**config.mk**
```make
export PLATFORM = sky130hd
export DESIGN_NAME = adc_readout_seq
export DESIGN_NICKNAME = d
export VERILOG_FILES = /design/src/hw/result_buffer.v /design/src/hw/adc_readout_seq.v
export VERILOG_INCLUDE_DIRS = /design/src /design/src/hw
export SDC_FILE = /design/constraint.sdc
export NUM_CORES = 1
export LEC_CHECK = 0
export ABC_AREA = 1
export BUFFER_PORTS_ARGS = -buffer_cell sky130_fd_sc_hd__buf_2
export CORE_AREA = 2 2 131 133
export CTS_BUF_LIST = sky130_fd_sc_hd__clkbuf_8
export CTS_CLUSTER_SIZE = 14
export DETAILED_ROUTE_END_ITERATION = 6
export DIE_AREA = 0 0 133 135
export MAX_ROUTING_LAYER = met4
export PLACE_DENSITY_LB_ADDON = 0.05
export SLEW_MARGIN = 15
export SYNTH_ARGS = -nofsm -noshare
export SYNTH_HDL_FRONTEND = slang
export SYNTH_SLANG_ARGS = --single-unit
```
**constraint.sdc**
```tcl
create_clock -name i_clk -period 6 [get_ports i_clk]
set_clock_uncertainty 0.2 [all_clocks]
set_input_delay 0.3 -clock i_clk [delete_from_list [all_inputs] [get_ports i_clk]]
set_output_delay 0.3 -clock i_clk [all_outputs]
set_load 0.005 [all_outputs]
```
**src/hw/adc_seq_regs.vh**
```
// constants for the continuous readout sequencer
// assumes the including file runs on a 125 MHz system clock
`ifndef ADC_SEQ_REGS_VH
`define ADC_SEQ_REGS_VH

// system clock period in ns
`define CLK_PERIOD_NS 8

// internal serial clock period in ns, derived from the conversion oscillator
`define SCK_PERIOD_NS 160
// half serial clock period in system clock cycles
`define SCK_HALF_CYC ((`SCK_PERIOD_NS / 2) / `CLK_PERIOD_NS)

// bits in one readout frame and rising edges that delimit it
`define FRAME_BITS 32
`define FRAME_EDGES 6'h20

// result bits that follow the end-of-conversion bit
`define RES_W 31

// reset value of the serial pins: both idle high
`define PIN_IDLE 1'b1

// front-end sampling period with the internal oscillator, in ns
`define SAMPLE_PERIOD_NS 8100
// sampling period in system clock cycles (rounded down)
`define SAMPLE_CYC (`SAMPLE_PERIOD_NS / `CLK_PERIOD_NS)

// external oscillator: sampling period of 2.5 cycles counted as 5 edges
`define EXT_SAMPLE_EDGES 3'h5

// cycles to wait after reset before the clock-pin strap is read
`define STRAP_WAIT 2'h3

`endif

```
**src/hw/result_buffer.v**
```verilog
// two-entry buffer between the conversion core and the readout sequencer
// assumes both sides sit on the same clock; ready is registered
`timescale 1ns/1ps

module result_buffer #(
   parameter WIDTH = 31
) (
   // clock and reset
   input wire i_clk,
   input wire i_reset,
   // filling side
   input wire [WIDTH-1:0] i_in_data,
   input wire i_in_valid,
   output reg o_in_ready,
   // draining side
   output wire [WIDTH-1:0] o_out_data,
   output wire o_out_valid,
   input wire i_out_ready
);

   reg [WIDTH-1:0] mem_reg [0:1];
   reg wr_ptr_reg;
   reg rd_ptr_reg;
   reg [1:0] count_reg;
   reg [1:0] count_next;
   wire push;
   wire pop;

   // a push while full is refused by ready, a pop while empty by valid
   assign push = i_in_valid && o_in_ready;
   assign pop = i_out_ready && (count_reg != 2'h0);
   assign o_out_valid = (count_reg != 2'h0);
   assign o_out_data = mem_reg[rd_ptr_reg];

   // occupancy after this cycle
   always @* begin
      count_next = count_reg;
      if (push && !pop) begin
         count_next = count_reg + 2'h1;
      end else if (pop && !push) begin
         count_next = count_reg - 2'h1;
      end
   end

   // storage, pointers and registered ready
   always @(posedge i_clk) begin
      if (i_reset) begin
         wr_ptr_reg <= 1'b0;
         rd_ptr_reg <= 1'b0;
         count_reg <= 2'h0;
         o_in_ready <= 1'b0;
      end else begin
         if (push) begin
            mem_reg[wr_ptr_reg] <= i_in_data;
            wr_ptr_reg <= ~wr_ptr_reg;
         end
         if (pop) begin
            rd_ptr_reg <= ~rd_ptr_reg;
         end
         count_reg <= count_next;
         o_in_ready <= (count_next != 2'h2); // ready registered from the next count, so it is low while full and until the first clock after reset
      end
   end

endmodule // result_buffer

```
**src/hw/adc_readout_seq.v**
```verilog
// readout sequencer for internal serial clock, chip select grounded, continuous conversion
// assumes chip select is tied low outside; serial pins and oscillator come from other domains
// assumes results arrive on i_clk from logic in the same domain
`timescale 1ns/1ps
`include "adc_seq_regs.vh"

module adc_readout_seq (
   // clock and reset
   input wire i_clk,
   input wire i_reset,
   // conversion results from the core
   input wire [`RES_W-1:0] i_result_data,
   input wire i_result_valid,
   output wire o_result_ready,
   // serial clock pin, two-way
   input wire i_sck_in,
   output reg o_sck_out,
   output reg o_sck_oe,
   // serial data pins
   output reg o_sdo,
   input wire i_sdi,
   // conversion oscillator pins
   input wire i_conv_osc_input,
   input wire i_ext_osc_en,
   // status and received configuration
   output reg o_int_mode,
   output reg o_sleep,
   output reg o_sample_strobe,
   output reg o_cfg_valid,
   output reg [`FRAME_BITS-1:0] o_cfg_word
);

   // sequencer states
   // binary codes; S_EXT is a dead end that only a reset leaves
   localparam [2:0] S_STRAP = 3'h0;
   localparam [2:0] S_CONV = 3'h1;
   localparam [2:0] S_SLEEP = 3'h2;
   localparam [2:0] S_HIGH = 3'h3;
   localparam [2:0] S_LOW = 3'h4;
   localparam [2:0] S_EXT = 3'h5;

   // timing counts worked out at full width, then cut on purpose to their counters
   localparam [31:0] HALF_FULL = `SCK_HALF_CYC - 1;
   localparam [31:0] SAMPLE_FULL = `SAMPLE_CYC - 1;
   localparam [7:0] HALF_LAST = HALF_FULL[7:0];
   localparam [9:0] SAMPLE_LAST = SAMPLE_FULL[9:0];
   // last edge of a sampling period with the external oscillator
   localparam [2:0] EXT_LAST = `EXT_SAMPLE_EDGES - 3'h1;

   // synchronisers for the pins
   reg sck_meta_reg;
   reg sck_sync_reg;
   reg sdi_meta_reg;
   reg sdi_sync_reg;
   reg osc_meta_reg;
   reg osc_sync_reg;
   reg osc_dly_reg;
   reg ext_meta_reg;
   reg ext_sync_reg;

   // sequencer state
   reg [2:0] state_reg;
   reg [7:0] half_cnt_reg;
   reg [5:0] rise_cnt_reg;
   reg [1:0] strap_cnt_reg;
   reg [`FRAME_BITS-1:0] out_shift_reg;
   reg [`FRAME_BITS-1:0] in_shift_reg;

   // sampling clock state
   reg [9:0] sample_cnt_reg;
   reg [2:0] edge_cnt_reg;

   // buffer draining side, plus the decoded half-period, frame-end and oscillator-edge flags
   wire [`RES_W-1:0] buf_data;
   wire buf_valid;
   wire buf_pop;
   wire half_done;
   wire osc_edge;
   wire frame_last;

   // append one received bit, first bit ends up as the most significant
   function [`FRAME_BITS-1:0] shift_in;
      input [`FRAME_BITS-1:0] word;
      input bit_in;
      begin
         shift_in = {word[`FRAME_BITS-2:0], bit_in};
      end
   endfunction

   // results wait here while a frame is running, so a slow frame loses no word
   // the core may finish one result while another frame is still going out
   result_buffer #(
      .WIDTH(`RES_W)
   ) u_result_buffer (
      .i_clk(i_clk),
      .i_reset(i_reset),
      .i_in_data(i_result_data),
      .i_in_valid(i_result_valid),
      .o_in_ready(o_result_ready),
      .o_out_data(buf_data),
      .o_out_valid(buf_valid),
      .i_out_ready(buf_pop)
   );

   // a waiting result ends the conversion phase
   assign buf_pop = (state_reg == S_CONV) && buf_valid;
   assign half_done = (half_cnt_reg == HALF_LAST);
   assign frame_last = (rise_cnt_reg == `FRAME_EDGES);

   // two flip-flops on every input from outside the clock domain
   // clock pin resets to its pulled-up idle level, so no false low is read at the strap
   always @(posedge i_clk) begin
      if (i_reset) begin
         sck_meta_reg <= `PIN_IDLE;
         sck_sync_reg <= `PIN_IDLE;
         sdi_meta_reg <= 1'b0;
         sdi_sync_reg <= 1'b0;
         osc_meta_reg <= 1'b0;
         osc_sync_reg <= 1'b0;
         ext_meta_reg <= 1'b0;
         ext_sync_reg <= 1'b0;
      end else begin
         sck_meta_reg <= i_sck_in;
         sck_sync_reg <= sck_meta_reg;
         sdi_meta_reg <= i_sdi;
         sdi_sync_reg <= sdi_meta_reg;
         osc_meta_reg <= i_conv_osc_input;
         osc_sync_reg <= osc_meta_reg;
         ext_meta_reg <= i_ext_osc_en;
         ext_sync_reg <= ext_meta_reg;
      end
   end

   // readout sequencer
   always @(posedge i_clk) begin
      if (i_reset) begin
         state_reg <= S_STRAP;
         half_cnt_reg <= 8'h00;
         rise_cnt_reg <= 6'h00;
         strap_cnt_reg <= 2'h0;
         out_shift_reg <= {`FRAME_BITS{1'b1}};
         in_shift_reg <= {`FRAME_BITS{1'b0}};
         o_sck_out <= `PIN_IDLE;
         o_sck_oe <= 1'b0;
         o_sdo <= `PIN_IDLE;
         o_int_mode <= 1'b1;
         o_sleep <= 1'b0;
         o_cfg_valid <= 1'b0;
         o_cfg_word <= {`FRAME_BITS{1'b0}};
      end else begin
         // pulse outputs fall back unless a state raises them this cycle
         o_cfg_valid <= 1'b0;
         case (state_reg)
            // let the synchroniser fill before the strap is read
            S_STRAP: begin
               strap_cnt_reg <= strap_cnt_reg + 2'h1;
               if (strap_cnt_reg == `STRAP_WAIT) begin
                  o_int_mode <= sck_sync_reg;
                  if (sck_sync_reg) begin
                     o_sck_oe <= 1'b1;
                     state_reg <= S_CONV;
                  end else begin
                     state_reg <= S_EXT;
                  end
               end
            end

            // converting: both pins high until the core hands over a result
            S_CONV: begin
               o_sck_out <= 1'b1;
               o_sdo <= 1'b1;
               if (buf_valid) begin
                  out_shift_reg <= {1'b0, buf_data};
                  o_sck_out <= 1'b0;
                  o_sdo <= 1'b0;
                  o_sleep <= 1'b1;
                  half_cnt_reg <= 8'h00;
                  state_reg <= S_SLEEP;
               end
            end

            // sleep for half a clock period, then the first rise with no request
            // the input is sampled on this first rise too, as on every later one
            S_SLEEP: begin
               half_cnt_reg <= half_cnt_reg + 8'h01;
               if (half_done) begin
                  o_sleep <= 1'b0;
                  o_sck_out <= 1'b1;
                  in_shift_reg <= shift_in(in_shift_reg, sdi_sync_reg);
                  rise_cnt_reg <= 6'h01;
                  half_cnt_reg <= 8'h00;
                  state_reg <= S_HIGH;
               end
            end

            // clock high: data stands while the receiver latches it
            S_HIGH: begin
               half_cnt_reg <= half_cnt_reg + 8'h01;
               if (half_done) begin
                  half_cnt_reg <= 8'h00;
                  if (frame_last) begin
                     // the last bit was held through the high half, then the new conversion is flagged
                     o_sdo <= 1'b1;
                     o_sck_out <= 1'b1;
                     o_cfg_word <= in_shift_reg;
                     o_cfg_valid <= 1'b1;
                     state_reg <= S_CONV;
                  end else begin
                     // each fall shows the next result bit, most significant first
                     o_sck_out <= 1'b0;
                     o_sdo <= out_shift_reg[`FRAME_BITS-2];
                     out_shift_reg <= {out_shift_reg[`FRAME_BITS-2:0], 1'b1};
                     state_reg <= S_LOW;
                  end
               end
            end

            // clock low: next rise samples the input and counts an edge
            // the output already moved on the fall; only the input is taken here
            S_LOW: begin
               half_cnt_reg <= half_cnt_reg + 8'h01;
               if (half_done) begin
                  o_sck_out <= 1'b1;
                  in_shift_reg <= shift_in(in_shift_reg, sdi_sync_reg);
                  rise_cnt_reg <= rise_cnt_reg + 6'h01;
                  half_cnt_reg <= 8'h00;
                  state_reg <= S_HIGH;
               end
            end

            // external clock mode is outside this block: release the pin, keep data high
            // no frame is ever started here; a new reset reads the strap again
            S_EXT: begin
               o_sck_oe <= 1'b0;
               o_sdo <= 1'b1;
            end

            // an unknown state parks both pins at idle and reads the strap again
            default: begin
               o_sck_out <= `PIN_IDLE;
               o_sck_oe <= 1'b0;
               o_sdo <= `PIN_IDLE;
               o_sleep <= 1'b0;
               strap_cnt_reg <= 2'h0;
               state_reg <= S_STRAP;
            end
         endcase
      end
   end

   // edges of the external oscillator, read from the second flop only
   // the delay flop resets to the synchroniser's level, so reset gives no false edge
   assign osc_edge = osc_sync_reg ^ osc_dly_reg;

   // front-end sampling strobe from the internal or the external oscillator
   always @(posedge i_clk) begin
      if (i_reset) begin
         osc_dly_reg <= 1'b0;
         sample_cnt_reg <= 10'h000;
         edge_cnt_reg <= 3'h0;
         o_sample_strobe <= 1'b0;
      end else begin
         osc_dly_reg <= osc_sync_reg;
         o_sample_strobe <= 1'b0;
         if (ext_sync_reg) begin
            // both edges counted, so half an oscillator cycle resolves exactly
            sample_cnt_reg <= 10'h000;
            if (osc_edge) begin
               if (edge_cnt_reg == EXT_LAST) begin
                  edge_cnt_reg <= 3'h0;
                  o_sample_strobe <= 1'b1;
               end else begin
                  edge_cnt_reg <= edge_cnt_reg + 3'h1;
               end
            end
         end else begin
            // period rounded down to whole clock cycles
            // the half cycle lost to rounding makes strobes about 0.05 percent early
            edge_cnt_reg <= 3'h0;
            if (sample_cnt_reg == SAMPLE_LAST) begin
               sample_cnt_reg <= 10'h000;
               o_sample_strobe <= 1'b1;
            end else begin
               sample_cnt_reg <= sample_cnt_reg + 10'h001;
            end
         end
      end
   end

endmodule // adc_readout_seq

```
==> summary.md, run 1 <==
| Metric | Value |
|---|---|
| Number of failing hold endpoints at the final stage | `0` |
| Worst-margin pin slew | `1.100 ns` |
| Startpoint type of the worst setup path | `flop` |
| Post-synth EDFFs | `62` |
| Die height | `135 um` |
| DRT iter0 DRCs | `343` |
| Maximum VDD drop | `180.7 uV` |
| WHS Endpoint | `sdi_meta_reg$_SDFF_PP0_` |
| Fill cells | `1499` |
| Reg clk slew, reported paths | `0.07 ns` |
| Internal power | `2.664 mW` |
| Endpoints failing setup | `0` |
| Synthesized net count | `1010` |
| Post-route cell area | `0.01002 mm^2` |
| First-pass GRT wire length | `28860 um` |
| Max FFs per register | `62` |
| Total Wirelength | `17330 um` |
| Die span in x | `133 um` |
| Min-Delay Path Depth | `3` |
| Initial antenna violation count | `0` |
| Required @ worst endpoint | `6.18 ns` |
| Register area | `0.004845 mm^2` |
| Via/cell ratio | `5.002` |
| H-Tree Depth | `2` |
| CTS Sinks | `211` |
| Clock power share | `0.344` |
| Initial Utilization | `0.5156` |
| TritonCTS clock tree | `yes` |
| Worst R2R End | `out_shift_reg[23]$_SDFFE_PP1P_` |
| Clk root buf | `clkbuf_8` |
| Relative slew slack | `0.2646` |
| Gr usage total | `0.2018` |
| Post-synthesis cell area | `0.008459 mm^2` |
| Number of cells on the worst reg-to-reg path | `7` |
| Tmin final | `3.357 ns` |
| CORE AREA | `0.01641 mm^2` |
| Combinational share of power | `0.202` |
| Total chip power | `3.815 mW` |
| P per Cell Area | `380.6 mW/mm^2` |
| Sequential cell area fraction in the yosys report | `0.5727` |
| Max Cap Violations | `0` |
| Port Buf Inserts | `77` |
| Routed len/inst | `13.14 um` |
| Status | `completed` |
| Leakage | `3.977 nW` |
| Site row count | `47` |
| RSZ-0062 raised after global routing | `false` |
| Hold-fix buffers, CTS | `36` |
| Ys flop type | `dfxtp_1` |
| Gate Count Post-Synth | `963` |
| Remaining Overflow, GRT | `0` |
| Critical-path maximum fanout | `64` |
| Reg power frac | `0.454` |
| Vias in the first global route | `6157` |
| Post_cts resized | `0` |
| Cell Area, Placed | `0.008915 mm^2` |
| NetSw | `1.151 mW` |
| Setup tns final | `0 ns` |
| Hold_ws | `0.1644 ns` |
| Area taken by multi-input logic gates | `0.003094 mm^2` |
| Postcts setup bufs | `0` |
| Synthesized flop and latch total | `211` |
| Drt first pass iters | `5` |
| Sw Share | `0.3017` |
| Period utilization | `0.5594` |
| Number of top-level pins | `78` |
| Via count | `6592` |
| Element type at the critical path end | `flop` |
| Fmax | `297.9 MHz` |
| Ys async rst share | `0` |
| Worst reg-to-reg setup slack | `2.64 ns` |
| CP Class | `flop to flop` |
| Die area | `0.01796 mm^2` |
| Final Slew Violations | `0` |
| Hold path startpoint | `i_reset` |
| Mean Syn Cell Area | `8.784 um^2` |
| RR Startpoint | `state_reg[1]$_SDFFE_PP0P_` |
| P&R area growth vs syn | `18.49%` |
| Critical Path AT | `3.53 ns` |
| Post-synth cell types | `34` |
| Total DRC errors in the routed layout | `0` |
| HPWL Detailed | `10360 um` |
| Share of cells above drive strength 1 | `0.1749` |
| Min-delay worst type | `primary input to flop` |
| Pin count of the biggest net entering global routing | `65` |
| GPL Wtd Cong | `0.8556` |
| TritonCTS Buffers | `37` |
| YS warnings | `0` |
| Nets | `1119` |
| Final ANT Viol Nets | `0` |
| Clock latency on the worst-skew pair | `0.52 ns` |
| Number of diodes | `0` |
| CTS max path bufs | `3` |
per-stage QoR:
step                setup WS, ns    util  std cells
global placement           2.758  0.5434       1217
CTS                        2.614  0.6109       1318
finish                     2.643  0.6109       1318
detailed placement         2.656  0.5434       1217
floorplan                  2.464       -        963
global route               2.255  0.6109       1318
power groups by stage:
stage | sequential, mW | combinational, mW | clock, mW
after floorplan | 1.74 | 0.591 | 0
after global routing | 1.75 | 0.891 | 1.42
after CTS | 1.73 | 0.779 | 1.35
after detailed placement | 1.76 | 0.754 | 0
final | 1.73 | 0.772 | 1.31
after global placement | 1.76 | 0.743 | 0
cells by family after synthesis:
family                   count (synthesis)  synth area share
XOR/XNOR                                 7          0.007248
buffers and inverters                  120           0.06242
adder cells (fa/ha/maj)                  9           0.01331
AO/OA/AOI/OAI                          193            0.1198
flip-flops                             211            0.5727
AND/OR/NAND/NOR                        423            0.2245
synth_stat cells, drive strengths merged, types with 9 or more instances:
library cell / n / area (um^2)
dfxtp: 149 / 2983
nor2: 144 / 596.8
nand2: 138 / 535.5
o21ai: 127 / 635.6
nand3: 94 / 475.5
inv: 70 / 265.3
edfxtp: 62 / 1862
a21oi: 47 / 235.2
or2: 35 / 219.0
clkbuf: 27 / 105.1
buf: 22 / 152.6
a211oi: 17 / 127.6
ha: 9 / 112.6
layout make-up:
class	instances	area share
repair buffers	119	0.07889
multi-input cells	632	0.3087
flip-flops and latches	211	0.4833
well taps	220	0.02746
inverters	71	0.02696
clock buffers	44	0.06042
clock inverters	21	0.01423
layer usage:
layer  wire, um  vias to the layer above  global-route usage
met5          0                        -                   -
met4        278                        0             0.06213
met3        744                       25             0.04655
met2       7930                      115              0.3181
met1       8371                     3025              0.2610
li1           -                     3427                   -
worst max-delay path by stage:
stage | start | end | slack [ns]
5_1_grt | state_reg[1]$_SDFFE_PP0P_ | out_shift_reg[23]$_SDFFE_PP1P_ | 2.26
6_report | state_reg[1]$_SDFFE_PP0P_ | out_shift_reg[23]$_SDFFE_PP1P_ | 2.64
4_1_cts | state_reg[1]$_SDFFE_PP0P_ | out_shift_reg[27]$_SDFFE_PP1P_ | 2.61
2_1_floorplan | i_reset | u_result_buffer.mem_reg[1][0]$_DFFE_PP_ | 2.46
3_3_place_gp | state_reg[1]$_SDFFE_PP0P_ | out_shift_reg[26]$_SDFFE_PP1P_ | 2.76
3_5_place_dp | state_reg[1]$_SDFFE_PP0P_ | out_shift_reg[20]$_SDFFE_PP1P_ | 2.66
cells in the final DEF, fill, tap and decap left out, drive strengths merged:
| cell type | count |
|---|---|
| o211ai | 1 |
| xor2 | 7 |
| nand3b | 1 |
| nand4 | 4 |
| nand3 | 94 |
| clkinvlp | 1 |
| buf | 83 |
| clkinv | 10 |
| o21ai | 127 |
| nor2 | 144 |
| nor3b | 2 |
| dfxtp | 149 |
| a211oi | 17 |
| bufinv | 2 |
| nor3 | 5 |
| a21oi | 47 |
| clkbuf | 44 |
| nand2 | 138 |
| ha | 9 |
| o31ai | 1 |
| inv | 79 |
| edfxtp | 62 |
| dlygate4sd3 | 36 |
| or2 | 35 |
worst max-delay path, cell delays in order (launching register included):
cell and delay, ns:
dfxtp_1 0.46, inv_2 0.12, nor2_8 0.57, nand2_1 0.11
nand2_1 0.83, nand2_2 0.63, nand2_1 0.19, nand3_1 0.09
No activity file was read; power rests on OpenSTA's default activity.
==> run 2, diff against run 1 <==
Clock period 6 ns to 3.4 ns, I/O delays scaled along.
==> summary.md, run 2 (synthesis results as in run 1) <==
| Metric | Value |
|---|---|
| Status | `completed` |
| P&R area growth vs syn | `18.47% (about the same)` |
| Commonest cells after routing, fill and taps aside | `dfxtp_1 (149), nor2_1 (136), nand2_1 (133), o21ai_0 (122), nand3_1 (93)` |
| Required @ worst endpoint | `3.58 ns (-2.60 ns)` |
| Total Wirelength | `17580 um (+1.5%)` |
| Min-delay worst type | `primary input to flop` |
| Fmax | `394.6 MHz (+32%)` |
| Via count | `6619 (+0.41%)` |
| CTS Sinks | `211 (unchanged)` |
| Max FFs per register | `62 (unchanged)` |
| Site row count | `47 (unchanged)` |
| Number of top-level pins | `78 (unchanged)` |
| Endpoints failing setup | `0 (unchanged)` |
| Grt met1 use | `0.2619 (+0.0008845)` |
| CTS max path bufs | `3 (unchanged)` |
| CORE AREA | `0.01641 mm^2 (unchanged)` |
| GR Util met3 | `0.04242 (-0.004129)` |
| Tmin final | `2.534 ns (-0.8222 ns)` |
| H-Tree Depth | `2 (unchanged)` |
| First-pass GRT wire length | `29340 um (+1.6%)` |
| GR Util met2 | `0.3273 (+0.009211)` |
| RSZ-0062 raised after global routing | `false` |
| Gr busiest metal | `met2` |
| Vias in the first global route | `6341 (+3.0%)` |
| Period utilization | `0.7454 (+0.1860)` |
| Critical-path maximum fanout | `34 (-47%)` |
| CP peak stage delay | `0.55 ns (-0.28 ns)` |
| Crit path cell chain | `inv_1 > ha_1 > nand3_1 > nor2_4 > nand2_2 > clkinv_2 > nor2_1 > nor2_1` |
| Total chip power | `6.581 mW (+73%)` |
| Leakage | `3.998 nW (+0.54%)` |
| Hold_ws | `0.06475 ns (-0.09965 ns)` |
| Total DRC errors in the routed layout | `0 (unchanged)` |
| Pin count of the biggest net entering global routing | `64 (-1.5%)` |
| Critical Path AT | `2.72 ns (-0.81 ns)` |
| P per Cell Area | `656.7 mW/mm^2 (+73%)` |
| Port Buf Inserts | `77 (unchanged)` |
| Gr usage total | `0.2034 (+0.001607)` |
| Clock latency on the worst-skew pair | `0.51 ns (about the same)` |
| Area taken by multi-input logic gates | `0.003100 mm^2 (+0.20%)` |
| Setup tns final | `0 ns (unchanged)` |
| Register area | `0.004845 mm^2 (unchanged)` |
| Nets | `1125 (+0.54%)` |
| Most frequent cell on the critical path | `nor2_1` |
| HPWL Detailed | `10670 um (+3.0%)` |
| Number of diodes | `0 (unchanged)` |
| Via/cell ratio | `5.003 (about the same)` |
| Die span in x | `133 um (unchanged)` |
| Startpoint type of the worst setup path | `flop` |
| Initial antenna violation count | `0 (unchanged)` |
| Worst-margin pin slew | `0.8665 ns (-0.2340 ns)` |
| Layout Cells excl Fill | `1323 (+0.38%)` |
| Dpl cells | `1224 (+0.58%)` |
| Final ANT Viol Nets | `0 (unchanged)` |
| Drt first pass iters | `5 (unchanged)` |
| TritonCTS Buffers | `36 (-2.7%)` |
| Commonest non-fill, non-tap cell in the layout | `dfxtp_1` |
| Max Cap Violations | `0 (unchanged)` |
| Die height | `135 um (unchanged)` |
| DRT iter0 DRCs | `340 (-0.87%)` |
| Die area | `0.01796 mm^2 (unchanged)` |
| Remaining Overflow, GRT | `0 (unchanged)` |
| Routed len/inst | `13.29 um (+1.1%)` |
| TritonCTS clock tree | `yes` |
| Reg clk slew, reported paths | `0.06 ns (about the same)` |
| Number of failing hold endpoints at the final stage | `0 (unchanged)` |
| Worst path bufs/invs | `2 (+1)` |
| CP max stage cell | `clkinv_2` |
| GPL Wtd Cong | `0.8148 (-4.8%)` |
| Clk root buf | `clkbuf_8` |
| CP Class | `flop to flop` |
| Initial Utilization | `0.5156 (unchanged)` |
| Share of cells above drive strength 1 | `0.1741 (-0.0007927)` |
| Final Slew Violations | `0 (unchanged)` |
| Maximum VDD drop | `314.8 uV (+74%)` |
| Fill cells | `1476 (-1.5%)` |
| Element type at the critical path end | `flop` |
| Relative slew slack | `0.4217 (+0.1571)` |
| Family with the most delay on the worst path | `simple AND/OR/NAND/NOR gates` |
run 2: area by class of cell:
class / instances / share of cell area
sequential: 211 / 0.4834
inverter: 71 / 0.02697
tap: 220 / 0.02747
timing repair buffer: 126 / 0.08414
multi-input combinational: 632 / 0.3094
clock inverter: 18 / 0.006866
clock buffer: 45 / 0.06180
run 2: routing by layer:
layer	share of wire	routed length (um)
met5	0	0
met2	0.47	8175
met1	0.49	8547
met4	0.014	239
met3	0.035	616
run 2: path summary, 6_finish.rpt:
| path | startpoint | end | slack [ns] | cells after the start |
|---|---|---|---|---|
| setup / recovery | rise_cnt_reg[0]$_SDFFE_PP0P_ | o_cfg_word[17]$_SDFFE_PP0P_ | 0.87 | 8 |
| hold reg to reg | sdi_meta_reg$_SDFF_PP0_ | sdi_sync_reg$_SDFF_PP0_ | 0.20 | 2 |
| hold / removal | i_reset | sdi_sync_reg$_SDFF_PP0_ | 0.06 | 3 |
| setup reg to reg | rise_cnt_reg[0]$_SDFFE_PP0P_ | o_cfg_word[17]$_SDFFE_PP0P_ | 0.87 | 8 |
run 2: power breakdown:
part / switching, mW / internal [mW] / total [mW]
sequential: 0.158 / 2.90 / 3.06
clock: 0.943 / 1.18 / 2.13
combinational: 0.889 / 0.510 / 1.40
total: 1.99 / 4.59 / 6.58
run 2: tightest hold or removal path: cells and delay by family:
family	cells	cell delay, ns
buffers and inverters	2	0.40
AND/OR/NAND/NOR	1	0.15
run 2: repair_timing:
action,4_1_cts,5_1_grt
setup buffers,0,0
hold buffers,36,0
resized for setup,0,0
hold endpoints to repair,67,0
run 2: metrics by stage:
stage | area (um^2) | utilization | worst slack (ns)
floorplan | 8464 | - | 0.8816
global placement | 8974 | 0.5469 | 0.8669
detailed placement | 8974 | 0.5469 | 0.8109
CTS | 10020 | 0.6108 | 0.7884
global route | 10020 | 0.6108 | 0.5661
finish | 10020 | 0.6108 | 0.8656
